File: src/common/gac_pkg.sv
/*
 Constants shared by the port configuration block and its per-port banks.
 Assumes four ports of eight pins each, with sub-registers selected by index.
*/
package gac_pkg;
   localparam int NUM_PORTS = 4;
   localparam int PORT_W = 8;
   localparam int PIN_W = NUM_PORTS * PORT_W;
   localparam logic [1:0] PORT_A = 2'h0;
   localparam logic [1:0] PORT_D = 2'h3;
   // Sub-register indices written to the port address register.
   localparam logic [7:0] IDX_ALT_FUNC = 8'h02;
   localparam logic [7:0] IDX_OPEN_DRAIN = 8'h03;
   // Reset values.
   localparam logic [7:0] INDEX_RST = 8'h00;
   localparam logic [7:0] AF_RST_ABC = 8'h00;
   localparam logic [7:0] AF_RST_D = 8'h01;
   localparam logic [7:0] AF_RST_A_8PIN = 8'h04;
   localparam logic [7:0] OC_RST_ABC = 8'h00;
   localparam logic [7:0] OC_RST_D = 8'h01;
   localparam logic [7:0] RDATA_NONE = 8'h00;
   typedef logic [PORT_W-1:0] gac_byte_t;
endpackage

File: src/common/gac_cfg_if.sv
/*
 Carrier between the top module and one port bank.
 Assumes the top drives the strobes and the bank returns its stored state.
*/
`timescale 1ns/100ps
`default_nettype none
interface gac_cfg_if;
   logic addr_wr;
   logic ctl_wr;
   logic [7:0] wdata;
   logic [7:0] index;
   logic [7:0] af;
   logic [7:0] oc;
   modport ctrl (output addr_wr, output ctl_wr, output wdata,
                 input index, input af, input oc);
   modport bank (input addr_wr, input ctl_wr, input wdata,
                 output index, output af, output oc);
endinterface
`default_nettype wire

File: src/rtl/gac_top.sv
/*
 Alternate function and open-drain configuration for ports A to D, with
 the pad output mux and a filtered pad input.
 Assumes the data direction and output data bits come from the GPIO data
 logic and that peripherals supply their own output value and enable.
*/
`timescale 1ns/100ps
`default_nettype none
// Functional notes
// Index 02H selects the alternate function sub-register.
// Enable bit 0: normal GPIO, direction bit rules.
// Enable bit 1: peripheral controls the pin.
// Reset: A-C 00H, D 01H, 8-pin A 04H.
// Index 03H selects the open-drain sub-register.
// Open-drain bit 1 removes high-level drive.
// Open-drain acts even under peripheral control.
// Open-drain bit 0: full push-pull drive.
// Software enables alternates only where they exist.
// Per-port registers; index persists until rewritten.
// Bit n maps pin n; registers read/write.
module gac_top
   import gac_pkg::*;
#(
   parameter bit EIGHT_PIN_VARIANT = 1'b0
) (
   // Clock and reset
   input wire logic MCLK,
   input wire logic RST_B,
   // Register access
   input wire logic [1:0] REG_PORT,
   input wire logic REG_ADDR_WR,
   input wire logic REG_CTL_WR,
   input wire logic REG_ADDR_RD,
   input wire logic REG_CTL_RD,
   input wire logic [7:0] REG_WDATA,
   output logic [7:0] REG_RDATA,
   output logic REG_RVALID,
   // GPIO data logic
   input wire logic [PIN_W-1:0] PIN_DIRECTION,
   input wire logic [PIN_W-1:0] GPIO_OUT_DATA,
   output logic [PIN_W-1:0] PIN_VALUE,
   // Peripherals
   input wire logic [PIN_W-1:0] PERIPH_OUT,
   input wire logic [PIN_W-1:0] PERIPH_OE,
   // Pads
   input wire logic [PIN_W-1:0] PAD_IN,
   output logic [PIN_W-1:0] PAD_OUT,
   output logic [PIN_W-1:0] PAD_OE
);
   logic [NUM_PORTS-1:0][7:0] idx_arr;
   logic [NUM_PORTS-1:0][7:0] af_arr;
   logic [NUM_PORTS-1:0][7:0] oc_arr;
   logic [PIN_W-1:0] af_flat;
   logic [PIN_W-1:0] oc_flat;

   genvar g;
   generate
      for (g = 0; g < NUM_PORTS; g++) begin : port_gen
         localparam logic [7:0] AF_R = (g == int'(PORT_D)) ? AF_RST_D :
            ((g == int'(PORT_A) && EIGHT_PIN_VARIANT) ? AF_RST_A_8PIN : AF_RST_ABC);
         localparam logic [7:0] OC_R = (g == int'(PORT_D)) ? OC_RST_D : OC_RST_ABC;
         gac_cfg_if cfg_i ();
         assign cfg_i.addr_wr = REG_ADDR_WR && REG_PORT == 2'(g);
         assign cfg_i.ctl_wr = REG_CTL_WR && REG_PORT == 2'(g);
         assign cfg_i.wdata = REG_WDATA;
         assign idx_arr[g] = cfg_i.index;
         assign af_arr[g] = cfg_i.af;
         assign oc_arr[g] = cfg_i.oc;
         assign af_flat[g*PORT_W +: PORT_W] = cfg_i.af;
         assign oc_flat[g*PORT_W +: PORT_W] = cfg_i.oc;
         gac_port_bank #(
            .AF_RST(AF_R),
            .OC_RST(OC_R)
         ) u_bank (
            .clk(MCLK),
            .rst_b(RST_B),
            .cfg(cfg_i)
         );
      end
   endgenerate

   // Read-back. Indices other than the two held here belong to other
   // sub-registers, so they read as zero from this block.
   logic [7:0] rdata;
   logic rvalid;
   logic [7:0] next_rdata;
   logic next_rvalid;

   always_comb begin
      next_rdata = RDATA_NONE;
      next_rvalid = REG_ADDR_RD || REG_CTL_RD;
      if (REG_ADDR_RD) begin
         next_rdata = idx_arr[REG_PORT];
      end else if (REG_CTL_RD && idx_arr[REG_PORT] == IDX_ALT_FUNC) begin
         next_rdata = af_arr[REG_PORT];
      end else if (REG_CTL_RD && idx_arr[REG_PORT] == IDX_OPEN_DRAIN) begin
         next_rdata = oc_arr[REG_PORT];
      end
   end

   always_ff @(posedge MCLK or negedge RST_B) begin
      if (!RST_B) begin
         rdata <= RDATA_NONE;
         rvalid <= 1'b0;
      end else begin
         rdata <= next_rdata;
         rvalid <= next_rvalid;
      end
   end

   assign REG_RDATA = rdata;
   assign REG_RVALID = rvalid;

   // Pad drive. Software must not enable an alternate on a pin with no
   // peripheral behind it; such a pin simply follows the idle peripheral
   // inputs here.
   logic [PIN_W-1:0] pad_out;
   logic [PIN_W-1:0] pad_oe;
   logic [PIN_W-1:0] next_pad_out;
   logic [PIN_W-1:0] next_pad_oe;
   logic [PIN_W-1:0] raw_out;
   logic [PIN_W-1:0] raw_oe;

   always_comb begin
      raw_out = '0;
      raw_oe = '0;
      next_pad_out = '0;
      next_pad_oe = '0;
      for (int i = 0; i < PIN_W; i++) begin
         if (af_flat[i]) begin
            raw_out[i] = PERIPH_OUT[i];
            raw_oe[i] = PERIPH_OE[i];
         end else begin
            raw_out[i] = GPIO_OUT_DATA[i];
            raw_oe[i] = !PIN_DIRECTION[i];
         end
         next_pad_out[i] = raw_out[i];
         // The open-drain bit sits after the mux so it binds peripherals too.
         if (oc_flat[i]) begin
            next_pad_oe[i] = raw_oe[i] && !raw_out[i];
         end else begin
            next_pad_oe[i] = raw_oe[i];
         end
      end
   end

   always_ff @(posedge MCLK or negedge RST_B) begin
      if (!RST_B) begin
         pad_out <= '0;
         pad_oe <= '0;
      end else begin
         pad_out <= next_pad_out;
         pad_oe <= next_pad_oe;
      end
   end

   assign PAD_OUT = pad_out;
   assign PAD_OE = pad_oe;

   // Pad input filter. A level is taken only once two samples agree, which
   // costs four cycles of latency but rejects single-cycle glitches.
   logic [PIN_W-1:0] sync1;
   logic [PIN_W-1:0] sync2;
   logic [PIN_W-1:0] sync3;
   logic [PIN_W-1:0] pin_state;
   logic [PIN_W-1:0] next_pin_state;

   always_comb begin
      next_pin_state = (sync2 & ~(sync2 ^ sync3)) | (pin_state & (sync2 ^ sync3));
   end

   always_ff @(posedge MCLK or negedge RST_B) begin
      if (!RST_B) begin
         sync1 <= '0;
         sync2 <= '0;
         sync3 <= '0;
         pin_state <= '0;
      end else begin
         sync1 <= PAD_IN;
         sync2 <= sync1;
         sync3 <= sync2;
         pin_state <= next_pin_state;
      end
   end

   assign PIN_VALUE = pin_state;
endmodule // gac_top
`default_nettype wire

File: src/rtl/gac_port_bank.sv
/*
 One port's address register and its two configuration sub-registers.
 Assumes strobes arrive already decoded for this port, one cycle wide.
*/
`timescale 1ns/100ps
`default_nettype none
module gac_port_bank
   import gac_pkg::*;
#(
   parameter logic [7:0] AF_RST = AF_RST_ABC,
   parameter logic [7:0] OC_RST = OC_RST_ABC
) (
   // Clock and reset
   input wire logic clk,
   input wire logic rst_b,
   // Configuration carrier
   gac_cfg_if.bank cfg
);
   logic [7:0] index;
   logic [7:0] af;
   logic [7:0] oc;
   logic [7:0] next_index;
   logic [7:0] next_af;
   logic [7:0] next_oc;

   always_comb begin
      next_index = index;
      next_af = af;
      next_oc = oc;
      if (cfg.addr_wr) begin
         next_index = cfg.wdata;
      end
      // Each bit lands on the pin of the same number.
      if (cfg.ctl_wr && index == IDX_ALT_FUNC) begin
         next_af = cfg.wdata;
      end
      if (cfg.ctl_wr && index == IDX_OPEN_DRAIN) begin
         next_oc = cfg.wdata;
      end
   end

   always_ff @(posedge clk or negedge rst_b) begin
      if (!rst_b) begin
         index <= INDEX_RST;
         af <= AF_RST;
         oc <= OC_RST;
      end else begin
         index <= next_index;
         af <= next_af;
         oc <= next_oc;
      end
   end

   assign cfg.index = index;
   assign cfg.af = af;
   assign cfg.oc = oc;
endmodule // gac_port_bank
`default_nettype wire

File: config.mk
export PLATFORM = sky130hd
export DESIGN_NAME = gac_top
export DESIGN_NICKNAME = d
export VERILOG_FILES = /design/src/common/gac_pkg.sv /design/src/common/gac_cfg_if.sv /design/src/rtl/gac_top.sv /design/src/rtl/gac_port_bank.sv
export SDC_FILE = /design/constraint.sdc
export NUM_CORES = 1
export LEC_CHECK = 0
export BUFFER_PORTS_ARGS = -buffer_cell sky130_fd_sc_hd__buf_2
export CELL_PAD_IN_SITES_DETAIL_PLACEMENT = 0
export CELL_PAD_IN_SITES_GLOBAL_PLACEMENT = 1
export CORE_ASPECT_RATIO = 2
export CORE_MARGIN = 1
export CORE_UTILIZATION = 43
export CTS_CLUSTER_DIAMETER = 40
export DETAILED_ROUTE_END_ITERATION = 10
export PLACE_DENSITY_LB_ADDON = 0.1
export SYNTH_ARGS = -nofsm -noshare
export SYNTH_HDL_FRONTEND = slang
export SYNTH_SLANG_ARGS = --single-unit
File: constraint.sdc
create_clock -name MCLK -period 2.25 [get_ports MCLK]
set_input_delay 0.1125 -clock MCLK [delete_from_list [all_inputs] [get_ports MCLK]]
set_output_delay 0.1125 -clock MCLK [all_outputs]
set_load 0.005 [all_outputs]
# == Yosys cells after proc, flatten, opt, wreduce, memory -nomap -nowiden ==
# Index checks and enable logic that the tools add are counted.
# Widths: inputs -> output; s select.
# word_totals
word_cells,260
inputBits,176
output_inout_bits,105
regBits,297
# classes
reduce_logical,116
eq_ne,13
order_cmp,1
n_mux,105
n_bitwise,5
# ops
op,count
$mux 1,96
$eq 8x2->1 const B,10
$and 32x32->32,2
$logic_not 1->1,64
$logic_and 1x1->1,50
$bmux 8 s2,3
$mux 8,6
$not 32->32,1
$or 32x32->32,1
$xor 32x32->32,1
$eq 2x2->1 const B,2
$lt 2x3->1 const B,1
$eq 2x1->1 const B,1
$logic_not 2->1,1
$logic_or 1x1->1,1

# == Depth between registers and ports, before layout ==
# Gate-level depths: netlist of the first run.
# depth
ltp_word,7
depth_mapped,7
depth_no_buf,4

# == By module ==
# From an unflattened synthesis of the first run, not the netlist that was laid out.
# unflattened
hier_cells,656
hier_area_um2,10874.2
# modules_own_cells
module,cells_per_inst,seq_area_each_um2,instances,area_each_um2
gac_top,432,5029.8,1,7058.0
gac_port_bank (port_gen[0].u_bank ...),56,600.6,3,953.4
gac_port_bank (port_gen[3].u_bank),56,603.1,1,955.9

# == Worst setup path after synthesis of the first run ==
# OpenSTA, ideal clock, no wires.
# synth_path
kind,in2reg
start,input port REG_PORT[0]
end,register port_gen[2].u_bank.af[0]
t_required_ps,2125
n_path_buf,3
setup_time_ps,125
arrival_time_ps,1538
stages,7
slack_ps,587
cell_sequence,buf_6 buf_8 buf_4 nor4_4 nand3_1 nor2_4 mux2_2
# synth_via
elab_chain_len,3
# synth_lines
item,line,rtl
"start, declared",gac_top.sv:30,"input wire logic [1:0] REG_PORT,"
$eq 2x2->1,gac_top.sv:64,assign cfg_i.ctl_wr = REG_CTL_WR && REG_PORT == 2'(g);
$logic_and 1x1->1,gac_top.sv:64,
$logic_and 1x1->1,gac_port_bank.sv:34,if (cfg.ctl_wr && index == IDX_ALT_FUNC) begin
"end signal, assigned",gac_port_bank.sv:49,af <= next_af;
"end, declared",gac_port_bank.sv:20,logic [7:0] af;
# Every way passes these cells.
# A chain may end at the register's enable or synchronous reset.

# == Worst setup path after layout of the first run ==
# layout_path
start,register port_gen[3].u_bank.index[3]
end,register port_gen[3].u_bank.af[7]
# layout_via
elab_chain_len,2
# layout_lines
item,line,rtl
"start, declared",gac_port_bank.sv:19,logic [7:0] index;
"start signal, assigned",gac_port_bank.sv:48,index <= next_index;
$eq 8x2->1,gac_port_bank.sv:34,
$logic_and 1x1->1,gac_port_bank.sv:34,
"end signal, assigned",gac_port_bank.sv:49,
"end, declared",gac_port_bank.sv:20,
# Every way passes these cells.

==> impl_metrics.csv, run 1 <==
group,metric,value,unit
logic_synthesis,synth_area_leaders,"dfrtp_1, mux2_2, mux4_2",
worst_hold_path,worst_hold_path_type,"primary input to register",
global_routing,grt_pass1_wl,45.8,mm
clock_network,cts-resized-gates,0,
place,dpl_cell_area,0.0127,mm2
cells_and_area,final.fill_count,1851,
critical_path,worstPathMaxFanout,4,
clock_network,clockBufferDepth,3,
cells_and_area,stdcell_area,0.0156,mm2
logic_synthesis,synth.most_common_cell,"dfrtp_1",
cells_and_area,syn2layout_area_growth,45.5,%
die,die_h,225,um
critical_path,r2r_cells,5,
critical_path,crit_arrival,2.56,ns
timing,skew,0.0189,ns
critical_path,start_kind,"register",
route,top_layer,"met4",
critical_path,r2r-end,"port_gen[3].u_bank.cfg.af[7]$_DFFE_PN0P_",
logic_synthesis,synth_area,0.0107,mm2
cells_and_area,drive_above_1_share,44.8,%
global_routing,gr-total-overflow,0,
clock_network,hold_buffers,170,
clock_network,root_buffer,"clkbuf_16",
route,drt-initial-drc-count,324,
critical_path,path_class,"register to register",
global_routing,grt_max_degree,80,
clock_network,cts_setup_buffers,0,
clock_network,insertion_delay,0.56,ns
clock_network,htree_levels,1,
logic_synthesis,synth_cells,650,
route,post_drt_wl_per_cell,19.7,um
timing,period_share,94.5,%
cells_and_area,num-nets-final,1319,
critical_path,rrSetupSlack,0.12,ns
die,floorplan.initialDensity,43.8,%
timing,setup_tns,0,ns
global_routing,grt_pass1_vias,8396,
clock_network,cts_made_buffers,31,
logic_synthesis,yosys_most_used_dff,"dfrtp_1",
timing,setup_viol,0,
die,core,0.0244,mm2
clock_network,clk_pin_slew,0.07,ns
worst_hold_path,hold_path_end,"port_gen[2].u_bank.cfg.oc[6]$_DFFE_PN0P_",
critical_path,crit_path_end_kind,"register",
logic_synthesis,ys_types,34,
logic_synthesis,yosys.area.top_type,"dfrtp_1",
global_routing,grt_usage,23.7,%
route,num_vias,7474,
timing,fin_crit,2.13,ns
logic_synthesis,synth_seq_area_share,69.4,%
pwr,cellLeakagePower,0.00732,uW
timing,slew_headroom,49.9,%
logic_synthesis,synth_top_cell_area_share,68.9,%
logic_synthesis,synthTopCellsByCount,"dfrtp_1, mux2_2, a21oi_1",
die,dieArea,0.0256,mm2
die,fp-row-count,81,
worst_hold_path,hold_start,"REG_WDATA[6]",
die,io_pins,281,
timing,rsz0062_at_grt,"no",
timing,hold_violations,0,
critical_path,worstPathRequired,2.68,ns
timing,slew_viol_final,0,
logic_synthesis,ys_async_sr_fraction,100,%
clock_network,cts_tree,"done",
place,dpl.hpwl,19.9,mm
logic_synthesis,ys_seq_elements,297,
pwr,peakVddDrop,0.000682,V
outcome,status,"finished clean",
critical_path,reg2reg_from,"port_gen[3].u_bank.cfg.index[3]$_DFFE_PN0P_",
logic_synthesis,synth_edf_count,0,
route,antenna_left,0,
place,routabilityCongestion,0.848,
route,viasPerCell,4.98,
route,routed_wl,29.5,mm
worst_hold_path,min_path_cells,2,
global_routing,antenna_found_initial,1,
route,wl_met2,16.7,mm
logic_synthesis,yosys_warnings,0,
timing,max_freq,0.471,GHz
logic_synthesis,syn_nets,826,
pwr,cellPowerDensity,860,mW/mm2
die,die_w,114,um
clock_network,cts_sinks,297,
logic_synthesis,syn_avg_cell_area,16.5,um2
timing,worstMarginPinSlew,0.741,ns
route,wl_met1,10.9,mm
route,routed-wl-met3,1.24,mm
job,cap_violations,0,
route,route.detailed.drc,0,
route,dr.pass1.iters,4,
place,portBuffers,280,
## layout make-up
type / count / area [um2] / area share, %
Clock buffer: 35 / 811 / 5.20
Tap cell: 332 / 415 / 2.67
Sequential cell: 297 / 7430 / 47.7
Multi-Input combinational cell: 335 / 3180 / 20.4
Antenna cell: 1 / 2.50 / 0.0161
Clock inverter: 22 / 370 / 2.38
Timing Repair Buffer: 478 / 3370 / 21.6
## layer usage
metal	GRT usage [%]	vias to the layer above
met3	3.01	44
met5	0	-
met4	7.77	0
met2	45.6	219
li1	-	3344
met1	26.5	3867
## critical path, cell delays in order (launching register included)
cell and delay [ns]:
dfrtp_1 0.41, nor4b_1 0.67, nand3_1 0.17, nor2_2 0.22, buf_4 0.19, mux2_2 0.34
## power breakdown
| group | leakage (uW) | internal [uW] | total (uW) | switching (uW) |
|---|---|---|---|---|
| clock network | 0.000571 | 3570 | 5800 | 2230 |
| registers | 0.00361 | 5780 | 6120 | 335 |
| logic | 0.00313 | 879 | 1470 | 596 |
## logic make-up after synthesis
kind of cell	after synthesis	synth area share, %
AOI/OAI and AO/OA	73	3.58
adders and majority gates	32	2.99
buffers and inverters	18	0.900
DFF	297	69.4
and+or+nand+nor	71	3.75
muxes	159	19.3
## through the flow
step           cells  hold slack [ns]  setup WS (ns)  utilization (%)  power, uW
6_report        1500          0.00889          0.125             63.8      13400
4_1_cts         1499          0.00196          0.101             63.8      13500
3_5_place_dp    1272            0.133          0.115             52.0       7430
3_3_place_gp    1272            0.114          0.122             52.0       7370
5_1_grt         1500           0.0133          0.108             63.8      13900
2_1_floorplan    650           -0.183          0.587                -       6700
## cells in the final DEF, fill, tap and decap left out, types with 2 or more instances in the layout
| cell type | netlist | routed |
|---|---|---|
| buf_12 | 0 | 4 |
| clkinv_2 | 0 | 2 |
| dfrtp_1 | 295 | 295 |
| clkbuf_8 | 0 | 2 |
| nand3b_1 | 2 | 2 |
| buf_2 | 5 | 279 |
| inv_6 | 0 | 7 |
| mux4_1 | 5 | 5 |
| buf_4 | 1 | 24 |
| clkinvlp_4 | 0 | 2 |
| nand4_1 | 3 | 3 |
| clkinv_8 | 0 | 2 |
| mux4_2 | 19 | 19 |
| o31ai_1 | 7 | 7 |
| bufinv_16 | 0 | 8 |
| dlygate4sd3_1 | 0 | 170 |
| nand3_1 | 5 | 5 |
| dfstp_2 | 2 | 2 |
| clkbuf_1 | 10 | 2 |
| clkbuf_16 | 0 | 31 |
| nor2_2 | 3 | 3 |
| maj3_1 | 32 | 32 |
| a21oi_1 | 65 | 65 |
| nand2_1 | 8 | 8 |
| mux2_2 | 128 | 128 |
| nor2_1 | 32 | 32 |
| mux2i_1 | 7 | 7 |
| nor4b_1 | 6 | 6 |
## how the worst max path moves through the flow
stage | start | end | slack, ns | cells after the start
2_1_floorplan | REG_PORT[0] | port_gen[2].u_bank.cfg.af[0]$_DFFE_PN0P_ | 0.59 | 7
3_3_place_gp | port_gen[3].u_bank.cfg.index[3]$_DFFE_PN0P_ | port_gen[3].u_bank.cfg.af[7]$_DFFE_PN0P_ | 0.12 | 5
3_5_place_dp | port_gen[3].u_bank.cfg.index[3]$_DFFE_PN0P_ | port_gen[3].u_bank.cfg.af[3]$_DFFE_PN0P_ | 0.11 | 5
4_1_cts | port_gen[3].u_bank.cfg.index[3]$_DFFE_PN0P_ | port_gen[3].u_bank.cfg.af[7]$_DFFE_PN0P_ | 0.10 | 5
5_1_grt | port_gen[3].u_bank.cfg.index[3]$_DFFE_PN0P_ | port_gen[3].u_bank.cfg.af[2]$_DFFE_PN0P_ | 0.11 | 5
6_report | port_gen[3].u_bank.cfg.index[3]$_DFFE_PN0P_ | port_gen[3].u_bank.cfg.af[7]$_DFFE_PN0P_ | 0.12 | 5
(Power assumes the default switching activity.)
==> inputs of run 2 (changes only) <==
--- a/config.mk
+++ b/config.mk
@@ -14,6 +14,7 @@
 export CTS_CLUSTER_DIAMETER = 40
 export DETAILED_ROUTE_END_ITERATION = 10
 export PLACE_DENSITY_LB_ADDON = 0.1
+export SETUP_SLACK_MARGIN = 0.4
 export SYNTH_ARGS = -nofsm -noshare
 export SYNTH_HDL_FRONTEND = slang
 export SYNTH_SLANG_ARGS = --single-unit
==> run 2 against run 1 <==
Die area unchanged. Clock-buffer cell count unchanged. Utilization increased by 0.59 points. Final cell count increased by 0.20%. Critical path depth decreased by 1. Via count increased by 0.56%.
==> impl_metrics.csv, run 2 (same netlist as run 1, synthesis figures left out) <==
group,metric,value,unit
worst_hold_path,hold_path_end,"port_gen[3].u_bank.cfg.af[6]$_DFFE_PN0P_",
cells_and_area,final_cell_mix,"dfrtp_1, buf_2, dlygate4sd3_1",
timing,setup_tns,0,ns
critical_path,crit_path_end_kind,"register",
place,portBuffers,280,
clock_network,cts_tree,"done",
clock_network,htree_levels,1,
pwr,finalPower,13500,uW
route,antenna_left,0,
place,dpl.hpwl,19.9,mm
global_routing,grt_pass1_wl,45.9,mm
route,drt-initial-drc-count,300,
timing,rsz0062_at_grt,"yes",
route,routed_wl,29.5,mm
worst_hold_path,hold_start,"REG_WDATA[6]",
clock_network,cts_sinks,297,
timing,worstMarginPinSlew,0.610,ns
critical_path,start_kind,"register",
cells_and_area,drive_above_1_share,46.2,%
route,viasPerCell,5.00,
timing,max_freq,0.543,GHz
timing,fin_crit,1.84,ns
worst_hold_path,worst_hold_path_type,"primary input to register",
place,placed_cells,1272,
pwr,peakVddDrop,0.000687,V
die,fp-row-count,81,
global_routing,grt_pass1_vias,8390,
global_routing,gr-total-overflow,0,
critical_path,r2r-end,"REG_RDATA[5]$_DFF_PN0_",
worst_hold_path,min_path_cells,2,
timing,hold-worst-slack,0.00657,ns
job,cap_violations,0,
route,post_drt_wl_per_cell,19.7,um
die,die_h,225,um
die,die_w,114,um
global_routing,grt_max_degree,80,
clock_network,cts_made_buffers,31,
cells_and_area,num-nets-final,1322,
clock_network,clockBufferDepth,3,
place,routabilityCongestion,0.848,
cells_and_area,instances_no_fill,1503,
die,core,0.0244,mm2
pwr,cellPowerDensity,856,mW/mm2
die,io_pins,281,
clock_network,clk_pin_slew,0.07,ns
timing,skew,0.0189,ns
pwr,cellLeakagePower,0.00737,uW
die,floorplan.initialDensity,43.8,%
timing,setup_viol,0,
timing,slew_headroom,59.2,%
global_routing,antenna_found_initial,1,
critical_path,r2r_cells,4,
critical_path,worstPathRequired,2.70,ns
timing,slew_viol_final,0,
clock_network,root_buffer,"clkbuf_16",
cells_and_area,mostFrequentLayoutCell,"dfrtp_1",
route,route.detailed.drc,0,
critical_path,crit_arrival,2.29,ns
outcome,status,"finished clean",
critical_path,worstPathMaxFanout,8,
clock_network,insertion_delay,0.56,ns
global_routing,grt_usage,23.7,%
timing,period_share,81.8,%
critical_path,rrSetupSlack,0.41,ns
timing,hold_violations,0,
die,dieArea,0.0256,mm2
route,dr.pass1.iters,4,
critical_path,reg2reg_from,"port_gen[3].u_bank.cfg.index[5]$_DFFE_PN0P_",
critical_path,path_class,"register to register",
cells_and_area,syn2layout_area_growth,46.9,%
route,num_vias,7516,
run 2: timing repair:
action / CTS / global route
hold endpoints to repair: 234 / 0
buffers inserted: 2 / 2
hold buffers: 169 / 0
pin swaps: 3 / 4
endpoints found under the setup margin: 41 / 37
resized for setup: 11 / 12
run 2: per-stage QoR:
step                util [%]  setup WS [ns]  cell area, um2
finish                  64.4          0.409           15700
global route            64.4          0.368           15700
CTS                     64.1          0.409           15700
detailed placement      52.0          0.115           12700
global placement        52.0          0.122           12700
floorplan                  -          0.587           10700
run 2: metal layers:
layer  track usage (%)  up-vias  wire length (um)
met3              2.99       46              1210
li1                  -     3345                 -
met2              45.5      232             16800
met5                 0        -                 0
met1              26.7     3893             10800
met4              7.60        0               760
run 2: final cells by class:
| cell class | instances | area (um2) |
|---|---|---|
| Timing Repair Buffer | 481 | 3400 |
| Tap cell | 332 | 415 |
| Clock buffer | 35 | 811 |
| Fill cell | 1841 | 8700 |
| Multi-Input combinational cell | 335 | 3290 |
| Clock inverter | 22 | 370 |
| Sequential cell | 297 | 7430 |
| Antenna cell | 1 | 2.50 |
run 2: worst max-delay path by stage:
stage / startpoint / end / slack [ns] / cells past startpoint
global placement: port_gen[3].u_bank.cfg.index[3]$_DFFE_PN0P_ / port_gen[3].u_bank.cfg.af[7]$_DFFE_PN0P_ / 0.12 / 5
floorplan: REG_PORT[0] / port_gen[2].u_bank.cfg.af[0]$_DFFE_PN0P_ / 0.59 / 7
CTS: port_gen[3].u_bank.cfg.index[4]$_DFFE_PN0P_ / REG_RDATA[7]$_DFF_PN0_ / 0.41 / 4
finish: port_gen[3].u_bank.cfg.index[5]$_DFFE_PN0P_ / REG_RDATA[5]$_DFF_PN0_ / 0.41 / 4
detailed placement: port_gen[3].u_bank.cfg.index[3]$_DFFE_PN0P_ / port_gen[3].u_bank.cfg.af[3]$_DFFE_PN0P_ / 0.11 / 5
global route: port_gen[3].u_bank.cfg.index[5]$_DFFE_PN0P_ / REG_RDATA[7]$_DFF_PN0_ / 0.37 / 4
run 2: critical path: stages (launching register included):
cell and delay [ns]:
dfrtp_1 0.44, mux4_2 0.55, nor4_4 0.34, nand2_4 0.17
o31ai_1 0.24
run 2: power breakdown:
group / internal [uW] / switching (uW) / total [uW] / leakage, uW
sequential: 5780 / 360 / 6140 / 0.00361
clock: 3570 / 2220 / 5800 / 0.000571
combinational: 905 / 612 / 1520 / 0.00319
